==> config.mk <==
export PLATFORM = sky130hd
export DESIGN_NAME = unt_top
export DESIGN_NICKNAME = d
export VERILOG_FILES = /design/src/unt_pkg.sv /design/src/unt_top.sv /design/src/unt_tx.sv
export SDC_FILE = /design/constraint.sdc
export NUM_CORES = 1
export LEC_CHECK = 0
export BUFFER_PORTS_ARGS = -buffer_cell sky130_fd_sc_hd__clkbuf_2
export CAP_MARGIN = 20
export CORE_UTILIZATION = 62
export DETAILED_ROUTE_END_ITERATION = 12
export PLACE_DENSITY = 0.85
export SLEW_MARGIN = 0
export SYNTH_ARGS = -nofsm -noshare
export SYNTH_HDL_FRONTEND = slang
export SYNTH_SLANG_ARGS = --single-unit
==> constraint.sdc <==
create_clock -name clk_i -period 3.8 [get_ports clk_i]
set_input_delay 0.76 -clock clk_i [delete_from_list [all_inputs] [get_ports clk_i]]
set_output_delay 0.76 -clock clk_i [all_outputs]
set_load 0.01 [all_outputs]
==> src/unt_pkg.sv <==
// shared constants, register map and field layouts of the serial transceiver
package unt_pkg;
    // register byte offsets
    localparam logic [7:0] OFS_CTRL_ONE   = 8'h00;
    localparam logic [7:0] OFS_CTRL_THREE = 8'h04;
    localparam logic [7:0] OFS_DATA       = 8'h08;
    localparam logic [7:0] OFS_BAUD       = 8'h0c;
    localparam logic [7:0] OFS_STATUS     = 8'h10;
    localparam logic [7:0] OFS_MASK       = 8'h14;
    localparam logic [7:0] OFS_STATE      = 8'h18;

    // serial_control_one field positions
    localparam int C1_NINE_BIT   = 0;
    localparam int C1_LOOP       = 1;
    localparam int C1_RX_SRC     = 2;
    localparam int C1_ADDR_WAKE  = 3;
    localparam int C1_TX_ENABLE  = 4;
    localparam int C1_RX_ENABLE  = 5;
    localparam int C1_RX_SLEEP   = 6;
    localparam int C1_WIDTH      = 7;

    // serial_control_three field positions
    localparam int C3_TX_NINTH   = 0;
    localparam int C3_RX_NINTH   = 1;
    localparam int C3_TX_DIR     = 2;

    // status and mask bit positions
    localparam int ST_TX_DONE    = 0;
    localparam int ST_RX_FULL    = 1;
    localparam int ST_RX_EDGE    = 2;
    localparam int ST_OVERRUN    = 3;
    localparam int ST_FRAMING    = 4;
    localparam int ST_WIDTH      = 5;

    // reset values
    localparam logic [C1_WIDTH-1:0] CTRL_ONE_RST = 7'h00;
    localparam logic [15:0]         BAUD_RST     = 16'h0000;
    localparam logic [ST_WIDTH-1:0] MASK_RST     = 5'h00;

    // oversampling: last tick of a bit and the mid point of the start bit
    localparam logic [3:0] OS_LAST = 4'hf;
    localparam logic [3:0] OS_MID  = 4'h7;

    typedef struct packed {
        logic rx_sleep;
        logic rx_enable;
        logic tx_enable;
        logic addr_wake;
        logic rx_source_select;
        logic loop_select;
        logic nine_bit_select;
    } unt_ctrl_one_type;

    // one character handed from the buffer to the shifter
    typedef struct packed {
        logic       nine;
        logic [8:0] bits;
    } unt_char_type;

    typedef enum logic [1:0] {
        RX_IDLE,
        RX_START,
        RX_DATA,
        RX_STOP
    } unt_rx_state_type;
endpackage : unt_pkg

==> src/unt_top.sv <==
// serial transceiver with ninth bit, stop modes, loop-back and single-wire modes
`timescale 1ns/100ps
`default_nettype none
module unt_top (
    // clock and reset
    input  wire logic        clk_i,
    input  wire logic        sys_rst_i,
    // apb slave
    input  wire logic        psel_i,
    input  wire logic        penable_i,
    input  wire logic        pwrite_i,
    input  wire logic [7:0]  paddr_i,
    input  wire logic [31:0] pwdata_i,
    output logic [31:0]      prdata_o,
    output logic             pready_o,
    output logic             pslverr_o,
    // power states
    input  wire logic        light_stop_i,
    input  wire logic        deep_stop_i,
    output logic             wake_o,
    output logic             irq_o,
    // serial pins
    input  wire logic        tx_pin_i,
    input  wire logic        rx_pin_i,
    output logic             tx_pin_o,
    output logic             tx_pin_oe_o,
    output logic             rx_pin_used_o
);
    import unt_pkg::*;

    // deep_stop loses everything, so it acts as a reset
    logic rst;
    logic run;
    assign rst = sys_rst_i || deep_stop_i;
    assign run = !light_stop_i && !deep_stop_i;

    // control and status state
    unt_ctrl_one_type      c1_reg, c1_next;
    logic                  tx_ninth_reg, tx_ninth_next;
    logic                  tx_dir_reg, tx_dir_next;
    logic [15:0]           baud_reg, baud_next;
    logic [ST_WIDTH-1:0]   st_reg, st_next;
    logic [ST_WIDTH-1:0]   mask_reg, mask_next;
    logic [7:0]            txb_reg, txb_next;
    logic                  txb_full_reg, txb_full_next;
    logic [31:0]           rdata_reg, rdata_next;
    logic                  ready_reg, ready_next;
    logic                  err_reg, err_next;
    logic                  irq_reg, irq_next;
    logic                  wake_reg, wake_next;

    // receiver state
    unt_rx_state_type      rs_reg, rs_next;
    logic [3:0]            ros_reg, ros_next;
    logic [3:0]            rbit_reg, rbit_next;
    logic [8:0]            rsh_reg, rsh_next;
    logic [7:0]            rxd_reg, rxd_next;
    logic                  rx_ninth_reg, rx_ninth_next;
    logic                  rprev_reg, rprev_next;

    // pin state
    logic                  txo_reg, txo_next;
    logic                  txoe_reg, txoe_next;
    logic                  rxused_reg, rxused_next;

    logic                  tick;
    logic                  tx_line;
    logic                  tx_busy;
    logic                  tx_busy_d_reg;
    logic                  tx_start;
    logic                  rx_in;
    logic                  rx_edge;
    logic                  rx_done;
    logic                  rx_frame_ok;
    logic                  acc;
    logic                  wr;
    logic                  rd_data;
    unt_char_type          tx_char;

    // word read back at a given offset; unmapped reads as zero
    function automatic logic [31:0] reg_view(input logic [7:0] a);
        reg_view = 32'h0000_0000;
        case (a)
            OFS_CTRL_ONE:   reg_view[C1_WIDTH-1:0] = c1_reg;
            OFS_CTRL_THREE: reg_view[2:0] = {tx_dir_reg, rx_ninth_reg, tx_ninth_reg};
            OFS_DATA:       reg_view[7:0] = rxd_reg;
            OFS_BAUD:       reg_view[15:0] = baud_reg;
            OFS_STATUS:     reg_view[ST_WIDTH-1:0] = st_reg;
            OFS_MASK:       reg_view[ST_WIDTH-1:0] = mask_reg;
            OFS_STATE:      reg_view[3:0] = {rx_in, rs_reg != RX_IDLE, tx_busy, txb_full_reg};
            default:        reg_view = 32'h0000_0000;
        endcase
    endfunction : reg_view

    function automatic logic is_mapped(input logic [7:0] a);
        is_mapped = (a == OFS_CTRL_ONE) || (a == OFS_CTRL_THREE) || (a == OFS_DATA) ||
                    (a == OFS_BAUD) || (a == OFS_STATUS) || (a == OFS_MASK) || (a == OFS_STATE);
    endfunction : is_mapped

    // the ninth bit is taken from the field at the moment of the move
    assign tx_start      = run && c1_reg.tx_enable && txb_full_reg && !tx_busy;
    assign tx_char.nine  = c1_reg.nine_bit_select;
    assign tx_char.bits  = {tx_ninth_reg, txb_reg};

    unt_tx unt_tx_inst (
        .clk_i     (clk_i),
        .sys_rst_i (rst),
        .run_i     (run),
        .divisor_i (baud_reg),
        .start_i   (tx_start),
        .char_i    (tx_char),
        .tick_o    (tick),
        .line_o    (tx_line),
        .busy_o    (tx_busy)
    );

    // receiver source selection
    always_comb begin
        if (!c1_reg.loop_select) begin
            rx_in = rx_pin_i;
        end else if (!c1_reg.rx_source_select) begin
            rx_in = tx_line;
        end else begin
            // echo of own output when driving, line level when listening
            rx_in = tx_dir_reg ? tx_line : tx_pin_i;
        end
    end

    // falling edge from idle; only with the receiver enabled
    assign rx_edge = c1_reg.rx_enable && rprev_reg && !rx_in;

    // apb: setup cycle loads the answer, access phase completes in its first cycle
    assign acc     = psel_i && penable_i && ready_reg;
    assign wr      = acc && pwrite_i && !err_reg && run;
    assign rd_data = acc && !pwrite_i && (paddr_i == OFS_DATA) && run;

    always_comb begin
        c1_next       = c1_reg;
        tx_ninth_next = tx_ninth_reg;
        tx_dir_next   = tx_dir_reg;
        baud_next     = baud_reg;
        st_next       = st_reg;
        mask_next     = mask_reg;
        txb_next      = txb_reg;
        txb_full_next = txb_full_reg;
        rdata_next    = rdata_reg;
        ready_next    = psel_i && !penable_i;
        err_next      = err_reg;
        if (psel_i && !penable_i) begin
            rdata_next = reg_view(paddr_i);
            err_next   = !is_mapped(paddr_i);
        end
        if (wr) begin
            case (paddr_i)
                OFS_CTRL_ONE: c1_next = pwdata_i[C1_WIDTH-1:0];
                OFS_CTRL_THREE: begin
                    // field holds until rewritten
                    tx_ninth_next = pwdata_i[C3_TX_NINTH];
                    tx_dir_next   = pwdata_i[C3_TX_DIR];
                end
                OFS_DATA: begin
                    txb_next      = pwdata_i[7:0];
                    txb_full_next = 1'b1;
                end
                OFS_BAUD:   baud_next = pwdata_i[15:0];
                OFS_STATUS: st_next   = st_reg & ~pwdata_i[ST_WIDTH-1:0];
                OFS_MASK:   mask_next = pwdata_i[ST_WIDTH-1:0];
                default:    st_next   = st_reg;
            endcase
        end
        if (tx_start) begin
            txb_full_next = 1'b0;
        end
        // events set after the clear so a coincident event is kept
        if (run && tx_busy_d_reg && !tx_busy && !txb_full_reg) begin
            st_next[ST_TX_DONE] = 1'b1;
        end
        if (rd_data) begin
            st_next[ST_RX_FULL] = 1'b0;
        end
        if (rx_edge) begin
            st_next[ST_RX_EDGE] = 1'b1;
        end
        if (rx_done && run) begin
            if (!rx_frame_ok) begin
                st_next[ST_FRAMING] = 1'b1;
            end
            if (c1_reg.rx_sleep && c1_reg.addr_wake && rsh_reg[8]) begin
                c1_next.rx_sleep = 1'b0;
            end
        end
        if (rx_done && run && rx_frame_ok && (!c1_reg.rx_sleep || (c1_reg.addr_wake && rsh_reg[8]))) begin
            if (st_reg[ST_RX_FULL] && !rd_data) begin
                st_next[ST_OVERRUN] = 1'b1;
            end else begin
                st_next[ST_RX_FULL] = 1'b1;
            end
        end
        irq_next  = |(st_next & mask_next);
        // wake only from light_stop, gated by the edge mask bit
        wake_next = light_stop_i && st_next[ST_RX_EDGE] && mask_next[ST_RX_EDGE];
    end

    // receiver: sixteen ticks per bit, sample in the middle
    assign rx_done     = (rs_reg == RX_STOP) && tick && (ros_reg == OS_LAST);
    assign rx_frame_ok = rx_in;

    always_comb begin
        rs_next       = rs_reg;
        ros_next      = ros_reg;
        rbit_next     = rbit_reg;
        rsh_next      = rsh_reg;
        rxd_next      = rxd_reg;
        rx_ninth_next = rx_ninth_reg;
        rprev_next    = rx_in;
        if (run) begin
            case (rs_reg)
                RX_IDLE: begin
                    if (c1_reg.rx_enable && !rx_in) begin
                        rs_next  = RX_START;
                        ros_next = 4'h0;
                    end
                end
                RX_START: begin
                    if (tick) begin
                        ros_next = ros_reg + 4'h1;
                        if (ros_reg == OS_MID) begin
                            ros_next  = 4'h0;
                            rbit_next = 4'h0;
                            rs_next   = rx_in ? RX_IDLE : RX_DATA;
                        end
                    end
                end
                RX_DATA: begin
                    if (tick) begin
                        ros_next = ros_reg + 4'h1;
                        if (ros_reg == OS_LAST) begin
                            rsh_next  = {rx_in, rsh_reg[8:1]};
                            rbit_next = rbit_reg + 4'h1;
                            // the last bit received always lands in bit 8: msb
                            if (rbit_reg == (c1_reg.nine_bit_select ? 4'h8 : 4'h7)) begin
                                rs_next = RX_STOP;
                            end
                        end
                    end
                end
                RX_STOP: begin
                    if (tick) begin
                        ros_next = ros_reg + 4'h1;
                        if (ros_reg == OS_LAST) begin
                            rs_next = RX_IDLE;
                            if (rx_frame_ok && (!st_reg[ST_RX_FULL] || rd_data) &&
                                (!c1_reg.rx_sleep || (c1_reg.addr_wake && rsh_reg[8]))) begin
                                rxd_next      = c1_reg.nine_bit_select ? rsh_reg[7:0] : rsh_reg[8:1];
                                rx_ninth_next = c1_reg.nine_bit_select && rsh_reg[8];
                            end
                        end
                    end
                end
                default: rs_next = RX_IDLE;
            endcase
        end
    end

    // pin routing, registered so every pin comes from a flop
    always_comb begin
        txo_next    = tx_line;
        txoe_next   = c1_reg.tx_enable;
        rxused_next = !c1_reg.loop_select;
        if (c1_reg.loop_select && !c1_reg.rx_source_select) begin
            // loop-back keeps the line idle instead of leaking test traffic
            txo_next = 1'b1;
        end else if (c1_reg.loop_select) begin
            txoe_next = tx_dir_reg;
        end
    end

    always_ff @(posedge clk_i) begin
        if (rst) begin
            c1_reg        <= CTRL_ONE_RST;
            tx_ninth_reg  <= 1'b0;
            tx_dir_reg    <= 1'b0;
            baud_reg      <= BAUD_RST;
            st_reg        <= '0;
            mask_reg      <= MASK_RST;
            txb_reg       <= 8'h00;
            txb_full_reg  <= 1'b0;
            rdata_reg     <= 32'h0000_0000;
            ready_reg     <= 1'b0;
            err_reg       <= 1'b0;
            irq_reg       <= 1'b0;
            wake_reg      <= 1'b0;
            tx_busy_d_reg <= 1'b0;
            rs_reg        <= RX_IDLE;
            ros_reg       <= 4'h0;
            rbit_reg      <= 4'h0;
            rsh_reg       <= 9'h000;
            rxd_reg       <= 8'h00;
            rx_ninth_reg  <= 1'b0;
            rprev_reg     <= 1'b1;
            txo_reg       <= 1'b1;
            txoe_reg      <= 1'b0;
            rxused_reg    <= 1'b1;
        end else begin
            // bus answers even when frozen; register contents hold except status, which still records a receive edge
            rdata_reg  <= rdata_next;
            ready_reg  <= ready_next;
            err_reg    <= err_next;
            st_reg     <= st_next;
            irq_reg    <= irq_next;
            wake_reg   <= wake_next;
            rprev_reg  <= rprev_next;
            if (run) begin
                c1_reg        <= c1_next;
                tx_ninth_reg  <= tx_ninth_next;
                tx_dir_reg    <= tx_dir_next;
                baud_reg      <= baud_next;
                mask_reg      <= mask_next;
                txb_reg       <= txb_next;
                txb_full_reg  <= txb_full_next;
                tx_busy_d_reg <= tx_busy;
                rs_reg        <= rs_next;
                ros_reg       <= ros_next;
                rbit_reg      <= rbit_next;
                rsh_reg       <= rsh_next;
                rxd_reg       <= rxd_next;
                rx_ninth_reg  <= rx_ninth_next;
                txo_reg       <= txo_next;
                txoe_reg      <= txoe_next;
                rxused_reg    <= rxused_next;
            end
        end
    end

    assign prdata_o      = rdata_reg;
    assign pready_o      = ready_reg;
    assign pslverr_o     = err_reg && ready_reg;
    assign irq_o         = irq_reg;
    assign wake_o        = wake_reg;
    assign tx_pin_o      = txo_reg;
    assign tx_pin_oe_o   = txoe_reg;
    assign rx_pin_used_o = rxused_reg;
endmodule : unt_top
`default_nettype wire

==> src/unt_tx.sv <==
// baud tick divider and transmit shifter
`timescale 1ns/100ps
`default_nettype none
module unt_tx (
    // clock and reset
    input  wire logic              clk_i,
    input  wire logic              sys_rst_i,
    input  wire logic              run_i,
    // control
    input  wire logic [15:0]       divisor_i,
    input  wire logic              start_i,
    input  wire unt_pkg::unt_char_type char_i,
    // status
    output logic                   tick_o,
    output logic                   line_o,
    output logic                   busy_o
);
    import unt_pkg::*;

    logic [15:0] div_reg, div_next;
    logic [3:0]  os_reg, os_next;
    logic [3:0]  cnt_reg, cnt_next;
    logic [10:0] sh_reg, sh_next;
    logic        busy_reg, busy_next;

    // tick is a one-cycle enable at sixteen times the bit rate
    assign tick_o = run_i && (div_reg == divisor_i);
    assign line_o = busy_reg ? sh_reg[0] : 1'b1;
    assign busy_o = busy_reg;

    always_comb begin
        div_next  = div_reg;
        os_next   = os_reg;
        cnt_next  = cnt_reg;
        sh_next   = sh_reg;
        busy_next = busy_reg;
        if (run_i) begin
            div_next = tick_o ? 16'h0000 : div_reg + 16'h0001;
        end
        if (run_i && start_i && !busy_reg) begin
            busy_next = 1'b1;
            os_next   = 4'h0;
            // start, data lsb first, stop; nine-bit frames are one bit longer
            if (char_i.nine) begin
                sh_next  = {1'b1, char_i.bits, 1'b0};
                cnt_next = 4'ha;
            end else begin
                sh_next  = {2'b11, char_i.bits[7:0], 1'b0};
                cnt_next = 4'h9;
            end
        end else if (tick_o && busy_reg) begin
            os_next = os_reg + 4'h1;
            if (os_reg == OS_LAST) begin
                sh_next = {1'b1, sh_reg[10:1]};
                if (cnt_reg == 4'h0) begin
                    busy_next = 1'b0;
                end else begin
                    cnt_next = cnt_reg - 4'h1;
                end
            end
        end
    end

    always_ff @(posedge clk_i) begin
        if (sys_rst_i) begin
            div_reg  <= 16'h0000;
            os_reg   <= 4'h0;
            cnt_reg  <= 4'h0;
            sh_reg   <= 11'h7ff;
            busy_reg <= 1'b0;
        end else begin
            div_reg  <= div_next;
            os_reg   <= os_next;
            cnt_reg  <= cnt_next;
            sh_reg   <= sh_next;
            busy_reg <= busy_next;
        end
    end
endmodule : unt_tx
`default_nettype wire
==> results of run 1 <==
==> area by class of cell <==
class                      count  area [sq um]
multi-input combinational    579          3560
sequential                   132          2640
inverter                      14          52.6
clock buffer                  17           414
timing repair buffer          66           358
tap                          136           170
fill                         743          2730
clock inverter                15           300
==> per-stage QoR <==
step	hold slack [ns]	utilization, %	setup slack (ns)	total power, mW
6_report	0.457	73.3	1.12	3.50
3_5_place_dp	0.448	66.3	0.855	1.54
4_1_cts	0.454	73.3	1.14	3.50
5_1_grt	0.464	73.3	0.901	3.57
2_1_floorplan	0.441	-	1.31	1.50
3_3_place_gp	0.438	66.3	0.874	1.54
==> power by group through the flow <==
stage          clock [mW]  sequential [mW]  combinational, mW
3_3_place_gp            0             1.42              0.120
3_5_place_dp            0             1.42              0.123
2_1_floorplan           0             1.42             0.0850
6_report             1.98             1.39              0.129
5_1_grt              2.04             1.39              0.136
4_1_cts              1.99             1.39              0.125
==> synthesized netlist by cell type (3+ instances only) <==
| library cell | number | area share [%] |
|---|---|---|
| buf_4 | 18 | 2.1 |
| nand4_1 | 10 | 0.96 |
| a31oi_1 | 3 | 0.29 |
| inv_1 | 14 | 0.81 |
| or2_2 | 3 | 0.29 |
| and3_1 | 12 | 1.2 |
| and4_1 | 3 | 0.40 |
| buf_2 | 9 | 0.69 |
| buf_1 | 8 | 0.46 |
| and2_1 | 6 | 0.58 |
| a311oi_1 | 3 | 0.40 |
| o21a_1 | 3 | 0.35 |
| nand2_1 | 67 | 3.9 |
| o21ai_0 | 22 | 1.7 |
| nand3b_1 | 4 | 0.46 |
| ha_1 | 5 | 0.96 |
| nor3b_1 | 3 | 0.35 |
| a211oi_1 | 18 | 2.1 |
| nand2b_1 | 3 | 0.29 |
| or3_1 | 7 | 0.67 |
| xnor2_1 | 6 | 0.81 |
| clkbuf_1 | 27 | 1.6 |
| a21oi_1 | 57 | 4.4 |
| xor2_1 | 26 | 3.5 |
| nor4_2 | 3 | 0.58 |
| dfxtp_1 | 132 | 41 |
| nand3_1 | 47 | 3.6 |
| mux2_2 | 11 | 1.9 |
| o211ai_1 | 4 | 0.46 |
| nor4_1 | 15 | 1.4 |
| nor3_1 | 29 | 2.2 |
| nor2_1 | 94 | 5.4 |
| nor2b_1 | 14 | 1.3 |
| mux2i_1 | 48 | 7.4 |
==> cells by family after synthesis <==
family / Yosys count / share of synthesized area, %
xor+xnor: 32 / 4.31
fa+ha+maj: 5 / 0.962
simple gates: 330 / 25.2
compound gates: 135 / 13.2
mux: 61 / 9.99
other cells: 1 / 0.0577
buf+inv: 76 / 5.60
flops: 132 / 40.6
==> worst max-delay path, delay by kind of cell, from the launching register on <==
| family | cells | cell delay [ns] |
|---|---|---|
| flops | 1 | 0.36 |
| simple gates | 4 | 1.62 |
| mux | 1 | 0.37 |
| xor+xnor | 1 | 0.20 |
==> routing by layer <==
layer,vias up,global-route usage (%)
met3,75,7.21
li1,2793,-
met1,2840,38.9
met5,-,0
met2,333,52.2
met4,0,18.9
==> worst min path at each step <==
stage | startpoint | endpoint | slack [ns] | cells past startpoint
after global placement | prdata_o[10]$_SDFFE_PP0P_ | prdata_o[10]$_SDFFE_PP0P_ | 0.44 | 2
final | prdata_o[11]$_SDFFE_PP0P_ | prdata_o[11]$_SDFFE_PP0P_ | 0.46 | 2
after floorplan | rxd_reg[4]$_SDFFE_PP0P_ | prdata_o[4]$_SDFFE_PP0P_ | 0.44 | 2
after CTS | pwdata_i[9] | baud_reg[9]$_SDFFE_PP0P_ | 0.45 | 3
after detailed placement | prdata_o[0]$_SDFFE_PP0P_ | prdata_o[0]$_SDFFE_PP0P_ | 0.45 | 2
after global routing | pwdata_i[11] | baud_reg[11]$_SDFFE_PP0P_ | 0.46 | 3
==> results_dict.tcl, run 1 <==
set metrics [dict create \
    clkPwrFrac_pct 56.7 \
    yosysWarnings 0 \
    seq_power_share_pct 39.7 \
    coreArea_sq_um 10200 \
    vias 6041 \
    globalRouteOverflowTotal 0 \
    hold_buffers 0 \
    clkSinkCount 132 \
    design_area_sq_um 7500 \
    synth.distinct_cells 65 \
    worst_slew_pin_slew_ns 0.971 \
    cts-buffers-inserted 17 \
    irDropWorstVdd_v 0.000259 \
    power_switching_uw 740 \
    max_cap_viol_count 0 \
    hpwl_um 11800 \
    cp.arrival_ns 3.09 \
    die-area_sq_um 10900 \
    r2r_slack_ns 1.12 \
    internal-power_mw 2.76 \
    path_class "register to register" \
    gp_congestion 0.918 \
    syn-instance-count 772 \
    min_period_over_period_pct 70.5 \
    final_cell_mix "dfxtp_1 (132), nor2_1 (94), nand2_1 (67), a21oi_1 (57), clkbuf_2 (55)" \
    drt-pass1-iter-count 7 \
    crit_chain "xor2_1 -> nor4_1 -> and4_1 -> nand4_1 -> mux2i_1 -> nor2_1" \
    slowest_stage "nand4_1" \
    die_y_um 104 \
    max_freq_ghz 0.373 \
    setup_tns_ns 0 \
    antenna_found_initial 0 \
    area_delta_synth_final_pct 15.3 \
    top_layer_used "met4" \
    synthArstFlopShare_pct 0 \
    synthFlopType "dfxtp_1" \
    clk_path_buf_depth 2 \
    finalHoldViolCount 0 \
    outcome "completed" \
    final_layout_size_suffix_gt1_share_pct 15.4 \
    p_sw_share_pct 21.1 \
    grt_pass1_wl_um 27400 \
    grt_util_all_layers_pct 32.1 \
    skew_ns 0.00745 \
    min_path_type "register to register" \
    synthesis.area_sq_um 6500 \
    period_needed_ns 2.68 \
    ctsResizeCount 0 \
    post_drt_wl_per_cell_um 18.0 \
    required_ns 4.21 \
    final_cells 959 \
    clk_pin_slew_ns 0.06 \
    wl_met1_um 7080 \
    antenna_left 0 \
    ios 88 \
    r2r_end "rsh_reg[7]$_SDFFE_PP0P_" \
    synth_edf_count 0 \
    dp.cells 927 \
    cp-start-kind "register" \
    setup_viol 0 \
    cts_tree "done" \
    final_common_cell "dfxtp_1" \
    grt_setup_unrepaired "no" \
    crit_path_start "unt_tx_inst.div_reg[7]$_SDFFE_PP0N_" \
    postCtsSetupBuffers 0 \
    power_frac_comb_pct 3.7 \
    ys_seq_elements 132 \
    end_kind "register" \
    leakagePower_nw 2.91 \
    via_per_inst 6.30 \
    reg2regPathDepth 6 \
    drc 0 \
    cts_max_level 4 \
    max_stage_delay_ns 0.67 \
    nets 864 \
    rows 37 \
    portBuffers 55 \
    cts-root-buf "clkbuf_8" \
    crit_end "rsh_reg[7]$_SDFFE_PP0P_" \
    relSlewSlack_pct 35.1 \
    dr.first_iter.drc_count 550 \
    place_area_sq_um 6780 \
    path_max_fanout 10 \
    syn_avg_cell_area_sq_um 8.42 \
    met3_length_um 1400 \
    clock_latency_ns 0.53 \
    start_util_pct 63.6 \
    crit-reg2reg-launch "unt_tx_inst.div_reg[7]$_SDFFE_PP0N_" \
    maxSlewViolCount 0 \
    grt_max_degree 39 \
    diodes 0 \
    first_global_vias 5741 \
    fp.dieW_um 104 \
    cellPowerDensity_nw_per_um2 467 \
    routed_wl_um 17300 \
    met2WireLength_um 8020 \
    ys_seq_area_share_pct 40.6 \
]
Power figures use the tool's default switching activity.
==> inputs of run 2 (changes only) <==
--- a/config.mk
+++ b/config.mk
@@ -5,11 +5,12 @@
 export SDC_FILE = /design/constraint.sdc
 export NUM_CORES = 1
 export LEC_CHECK = 0
+export ABC_AREA = 1
 export BUFFER_PORTS_ARGS = -buffer_cell sky130_fd_sc_hd__clkbuf_2
 export CAP_MARGIN = 20
-export CORE_UTILIZATION = 62
+export CORE_UTILIZATION = 57
 export DETAILED_ROUTE_END_ITERATION = 12
-export PLACE_DENSITY = 0.85
+export PLACE_DENSITY = 0.79
 export SLEW_MARGIN = 0
 export SYNTH_ARGS = -nofsm -noshare
 export SYNTH_HDL_FRONTEND = slang
==> constraint.sdc (replaced) <==
create_clock -name clk_i -period 2.8 [get_ports clk_i]
set_input_delay 0.56 -clock clk_i [delete_from_list [all_inputs] [get_ports clk_i]]
set_output_delay 0.56 -clock clk_i [all_outputs]
set_load 0.01 [all_outputs]
==> run 2 against run 1 <==
Effect of this change: worst hold slack worse by 0.20 ns; via count down 2.2%; global-route usage fell by 2.4 points; maximum frequency increased by 31%; register-to-register slack worse by 0.37 ns; wire length shrank 8.5%; non-clock buffer count rose by 5; clock power increased by 7%; combinational power up 26%; worst setup slack got worse by 0.37 ns; sequential power up 36%.
==> results_dict.tcl, run 2 <==
set metrics [dict create \
    synthesis.area_sq_um 6240 \
    clkSinkCount 132 \
    dp_slack_ns 0.365 \
    ys_seq_elements 132 \
    routed_wl_um 15800 \
    crit_chain "inv_1 -> o21ai_1 -> nand2_1 -> o21ai_2 -> inv_1 -> nor2_1 -> nor2_1 -> nor2_2 -> nand4_1 -> nand3_1 -> o21ai_0" \
    min_period_over_period_pct 73.1 \
    setup_ws_ns 0.753 \
    clock_latency_ns 0.54 \
    grt_max_degree 54 \
    max_stage_delay_ns 0.46 \
    holdPathStages 3 \
    yosysMostFrequentCell "nand2_1" \
    yosys.area.top_type_share_pct 42.4 \
    final_cells 1092 \
    dr.first_iter.drc_count 546 \
    final_util_pct 68.8 \
    irDropWorstVdd_v 0.000431 \
    synth.distinct_cells 44 \
    syn-instance-count 879 \
    cts_max_level 4 \
    setup_viol 0 \
    synthArstFlopShare_pct 0 \
    design_area_sq_um 7200 \
    place_area_sq_um 6640 \
    cts_tree "done" \
    final_layout_size_suffix_gt1_share_pct 14.6 \
    grt_pass1_wl_um 25900 \
    yosys-top-cells-area "dfxtp_1 (42%), nand2_1 (9.8%), a21oi_1 (7.4%)" \
    maxSlewViolCount 0 \
    cp_num_buf_inv 2 \
    yosysTopAreaCell "dfxtp_1" \
    end_kind "register" \
    die_y_um 107 \
    coreArea_sq_um 10500 \
    via_per_inst 5.41 \
    grt_util_all_layers_pct 29.8 \
    worst_slew_pin_slew_ns 0.969 \
    first_global_vias 5478 \
    r2r_slack_ns 0.75 \
    slowest_stage "dfxtp_1" \
    fillers 929 \
    cellPowerDensity_nw_per_um2 578 \
    hold_path_startpoint "pwdata_i[12]" \
    cp_top_family "simple AND/OR/NAND/NOR gates" \
    path_class "register to register" \
    clk_path_buf_depth 2 \
    diodes 0 \
    grt_setup_unrepaired "no" \
    post_drt_wl_per_cell_um 14.5 \
    gp_congestion 0.931 \
    hold_buffers 0 \
    nets 997 \
    die-area_sq_um 11400 \
    clk_pin_slew_ns 0.06 \
    area_delta_synth_final_pct 15.5 \
    synthFlopType "dfxtp_1" \
    rows 37 \
    crit-reg2reg-launch "c1_reg[1]$_SDFFE_PP0P_" \
    yosysWarnings 0 \
    globalRouteOverflowTotal 0 \
    dp.cells 1060 \
    portBuffers 55 \
    hpwl_um 11400 \
    period_needed_ns 2.05 \
    start_util_pct 59.6 \
    cts-root-buf "clkbuf_8" \
    antenna_found_initial 0 \
    max_cap_viol_count 0 \
    synth_edf_count 0 \
    ios 88 \
    ys_seq_area_share_pct 42.4 \
    relSlewSlack_pct 35.3 \
    fp.dieW_um 107 \
    path_max_fanout 6 \
    vias 5910 \
    max_freq_ghz 0.489 \
    ctsResizeCount 0 \
    min_path_type "input port to register" \
    synth_common_cells "nand2_1 (162), dfxtp_1 (132), inv_1 (108), a21oi_1 (92), nor2_1 (88)" \
    reg2regPathDepth 11 \
    outcome "completed" \
    cp.arrival_ns 2.47 \
    setup_tns_ns 0 \
    leakagePower_nw 2.94 \
    final_common_cell "nand2_1" \
    antenna_left 0 \
    cp.depth 11 \
    required_ns 3.22 \
    syn_avg_cell_area_sq_um 7.09 \
    final_cell_mix "nand2_1 (162), dfxtp_1 (132), inv_1 (108), a21oi_1 (92), nor2_1 (87)" \
    min_delay_worst_endpoint "baud_reg[12]$_SDFFE_PP0P_" \
    drt-pass1-iter-count 5 \
    cts-buffers-inserted 17 \
    cp-start-kind "register" \
    finalHoldViolCount 0 \
    skew_ns 0.00580 \
    drc 0 \
    postCtsSetupBuffers 0 \
]
run 2: cell types whose count changed after synthesis, moves of 12 or more:
| cell | delta |
|---|---|
| nor3_1 | -13 |
| xor2_1 | -21 |
| nor2b_1 | -14 |
| inv_1 | +94 |
| mux2i_1 | -48 |
| a21oi_1 | +35 |
| o21ai_0 | +59 |
| nand2_1 | +95 |
| and3_1 | -12 |
| nor4_1 | -14 |
run 2: per-stage QoR:
stage	total power, mW	hold WS, ns
2_1_floorplan	2.04	0.436
3_3_place_gp	2.09	0.448
3_5_place_dp	2.09	0.452
4_1_cts	4.18	0.246
5_1_grt	4.29	0.254
6_report	4.16	0.258
run 2: cells by family after synthesis:
logic type | after synthesis | synth area share [%]
compound gates | 228 | 20.2
xor+xnor | 9 | 1.26
fa+ha+maj | 5 | 1.00
buf+inv | 159 | 10.7
flops | 132 | 42.4
other cells | 1 | 0.0601
simple gates | 345 | 24.4
run 2: where the power goes:
part	total, mW	switching [mW]	internal [mW]
registers	1.89	0.00582	1.89
logic	0.163	0.118	0.0451
clock network	2.11	0.803	1.30
total	4.16	0.927	3.24
run 2: worst max path at each step:
| stage | endpoint | start | slack, ns |
|---|---|---|---|
| global route | ros_reg[3]$_SDFFE_PP0P_ | c1_reg[1]$_SDFFE_PP0P_ | 0.50 |
| global placement | rbit_reg[3]$_SDFFE_PP0P_ | light_stop_i | 0.37 |
| floorplan | rbit_reg[3]$_SDFFE_PP0P_ | light_stop_i | 0.83 |
| detailed placement | rbit_reg[3]$_SDFFE_PP0P_ | light_stop_i | 0.37 |
| CTS | register | c1_reg[1]$_SDFFE_PP0P_ | 0.78 |
| finish | register | c1_reg[1]$_SDFFE_PP0P_ | 0.75 |
run 2: tightest hold or removal path, stage by stage:
cell and delay (ns):
clkbuf_2 0.08, nor2_1 0.04, nor2_1 0.08
run 2: area by class of cell:
class                           count  area [sq um]  share of cell area [%]
Clock inverter                     10           106                    1.48
Timing Repair Buffer               71           395                    5.49
Inverter                          118           445                    6.19
Tap cell                          136           170                    2.36
Clock buffer                       22           453                    6.29
Multi-Input combinational cell    603          2990                    41.5
Sequential cell                   132          2640                    36.7
run 2: routing by layer:
layer  routed length [um]  global-route usage [%]
met1                 7070                    38.7
met2                 7090                    46.6
met3                 1140                    7.78
met4                  488                    13.0
met5                    0                       0
==> inputs of run 3 (changes only) <==
--- a/config.mk
+++ b/config.mk
@@ -8,9 +8,9 @@
 export ABC_AREA = 1
 export BUFFER_PORTS_ARGS = -buffer_cell sky130_fd_sc_hd__clkbuf_2
 export CAP_MARGIN = 20
-export CORE_UTILIZATION = 57
+export CORE_UTILIZATION = 52
 export DETAILED_ROUTE_END_ITERATION = 12
-export PLACE_DENSITY = 0.79
+export PLACE_DENSITY = 0.76
 export SLEW_MARGIN = 0
 export SYNTH_ARGS = -nofsm -noshare
 export SYNTH_HDL_FRONTEND = slang
==> constraint.sdc (replaced) <==
create_clock -name clk_i -period 1.7 [get_ports clk_i]
set_input_delay 0.34 -clock clk_i [delete_from_list [all_inputs] [get_ports clk_i]]
set_output_delay 0.34 -clock clk_i [all_outputs]
set_load 0.01 [all_outputs]
==> run 3 against run 2 <==
Effect of this change: the flow now finishes with violations (DRC, setup timing); sequential power is 65% higher; non-clock buffer count is 118 higher; worst setup slack worse by 0.91 ns; largest power group unchanged; clock power is 87% higher; combinational power is 100% higher; critical path depth is 4 higher; design area is 21% higher.
==> results_dict.tcl, run 3 (synthesis gave the netlist of run 2 again) <==
set metrics [dict create \
    diodes 0 \
    grt_max_degree 40 \
    hpwl_um 12400 \
    cts_max_level 4 \
    max_freq_ghz 0.539 \
    post_drt_wl_per_cell_um 15.7 \
    final_cell_mix "nand2_1 (151), buf_4 (117), dfxtp_1 (113), inv_1 (95), a21oi_1 (73)" \
    gp_congestion 0.945 \
    reg2regPathDepth 15 \
    p_sw_share_pct 22.7 \
    clkPwrFrac_pct 53.3 \
    setup_tns_ns -3.51 \
    maxSlewViolCount 0 \
    cellPowerDensity_nw_per_um2 849 \
    rows 39 \
    grt_setup_unrepaired "yes" \
    die-area_sq_um 12400 \
    max_cap_viol_count 0 \
    final_cells 1218 \
    vias 6623 \
    end_kind "register" \
    area_delta_synth_final_pct 39.5 \
    cts_tree "done" \
    grt_pass1_wl_um 28900 \
    cts-buffers-inserted 17 \
    hold_buffers 0 \
    first_global_vias 6175 \
    cp.arrival_ns 2.24 \
    power.total_mw 7.39 \
    skew_ns 0.00685 \
    setup_viol 46 \
    drc 6 \
    portBuffers 55 \
    relSlewSlack_pct 62.7 \
    start_util_pct 53.9 \
    ios 88 \
    dr.first_iter.drc_count 603 \
    cp-start-kind "register" \
    seq_area_sq_um 2670 \
    nets 1116 \
    via_per_inst 5.44 \
    grt_util_all_layers_pct 29.6 \
    die_y_um 112 \
    cts-root-buf "clkbuf_16" \
    path_class "register to register" \
    final_common_cell "nand2_1" \
    irDropWorstVdd_v 0.000746 \
    crit_end "irq_o$_SDFF_PP0_" \
    leakagePower_nw 3.66 \
    dp.cells 1167 \
    dp_slack_ns -0.336 \
    internal-power_mw 5.71 \
    outcome "finished, violations left" \
    coreArea_sq_um 11600 \
    clkSinkCount 132 \
    r2r_slack_ns -0.16 \
    clock_latency_ns 0.43 \
    min_period_over_period_pct 109 \
    final_layout_size_suffix_gt1_share_pct 33.9 \
    setup_ws_ns -0.155 \
    multi_input_area_sq_um 3360 \
    path_max_fanout 5 \
    power_frac_comb_pct 4.5 \
    r2r_end "irq_o$_SDFF_PP0_" \
    finalHoldViolCount 0 \
    seq_power_share_pct 42.2 \
    required_ns 2.08 \
    min_path_type "input port to register" \
    holdWs_ns 0.148 \
    fillers 823 \
    crit_path_start "unt_tx_inst.div_reg[6]$_SDFFE_PP0N_" \
    violations "DRC, setup timing" \
    period_needed_ns 1.86 \
    worst_slew_pin_slew_ns 0.559 \
    globalRouteOverflowTotal 0 \
    power_switching_mw 1.67 \
    drt-pass1-iter-count 10 \
    crit-reg2reg-launch "unt_tx_inst.div_reg[6]$_SDFFE_PP0N_" \
    antenna_found_initial 0 \
    clk_pin_slew_ns 0.06 \
    clk_path_buf_depth 2 \
    fp.dieW_um 112 \
    antenna_left 0 \
    routed_wl_um 19100 \
]
## run 3: cell count changes in the layout (fill, tap and decap cells not counted), sizes merged
| cell | previous run | this run |
|---|---|---|
| buf | 16 | 132 |
| clkdlybuf4s15 | 0 | 1 |
| clkinvlp | 1 | 3 |
| bufinv | 2 | 4 |
| clkinv | 9 | 6 |
| clkbuf | 77 | 76 |
| inv | 116 | 118 |
## run 3: worst min-delay path by stage
| stage | from | end | slack (ns) | cells past startpoint |
|---|---|---|---|---|
| 2_1_floorplan | unt_tx_inst.sh_reg[9]$_SDFFE_PP1P_ | unt_tx_inst.sh_reg[9]$_SDFFE_PP1P_ | 0.44 | 2 |
| 3_3_place_gp | txb_reg[2]$_SDFFE_PP0P_ | txb_reg[2]$_SDFFE_PP0P_ | 0.45 | 2 |
| 3_5_place_dp | txb_reg[2]$_SDFFE_PP0P_ | txb_reg[2]$_SDFFE_PP0P_ | 0.45 | 2 |
| 4_1_cts | pwdata_i[10] | baud_reg[10]$_SDFFE_PP0P_ | 0.14 | 3 |
| 5_1_grt | pwdata_i[12] | baud_reg[12]$_SDFFE_PP0P_ | 0.16 | 3 |
| 6_report | pwdata_i[12] | baud_reg[12]$_SDFFE_PP0P_ | 0.15 | 3 |
## run 3: critical path, stage by stage, from the launching register on
cell and delay (ns):
dfxtp_2 0.35, inv_1 0.05, nand2_1 0.06, nand2_1 0.07
nor2_2 0.13, nand2_2 0.07, nor2_4 0.11, nand3_4 0.16
nor2_4 0.17, buf_6 0.12, nand4_1 0.15, nand2_1 0.12
nand2_1 0.05, nand3_1 0.08, nand2_1 0.06, inv_1 0.05
## run 3: per-layer routing
layer	part of all wire, %	vias to the layer above	routed length, um	global-route usage (%)
li1	-	3234	-	-
met2	48	270	9090	48.9
met5	0	-	0	0
met4	3.3	0	627	13.5
met1	42	3060	8000	36.1
met3	7.1	59	1350	7.62
## run 3: power by group through the flow
stage                     sequential [mW]  combinational, mW  clock, mW
final                                3.11              0.333       3.94
after global routing                 3.11              0.359       4.08
after CTS                            3.12              0.309       3.94
after detailed placement             3.18              0.297          0
after global placement               3.18              0.291          0
after floorplan                      3.19              0.170          0
## run 3: what timing repair did
item | CTS | global route
setup buffers | 6 | 10
setup endpoints to repair | 50 | 82
cloned | 1 | 2
resized for setup | 51 | 103
pin swaps | 15 | 30
## run 3: final cells by class
| type | count | share of cell area [%] |
|---|---|---|
| tap | 143 | 2.06 |
| clock buffer | 20 | 5.13 |
| sequential | 132 | 30.7 |
| inverter | 118 | 5.35 |
| timing repair buffer | 189 | 16.0 |
| multi-input combinational | 603 | 38.6 |
| clock inverter | 12 | 2.06 |
| timing repair inverter | 1 | 0.0719 |
## run 3: per-stage QoR
stage / area (sq um) / util, %
after detailed placement: 7440 / 64.4
after floorplan: 6320 / -
final: 8700 / 75.2
after CTS: 8300 / 71.7
after global routing: 8700 / 75.2
after global placement: 7440 / 64.4
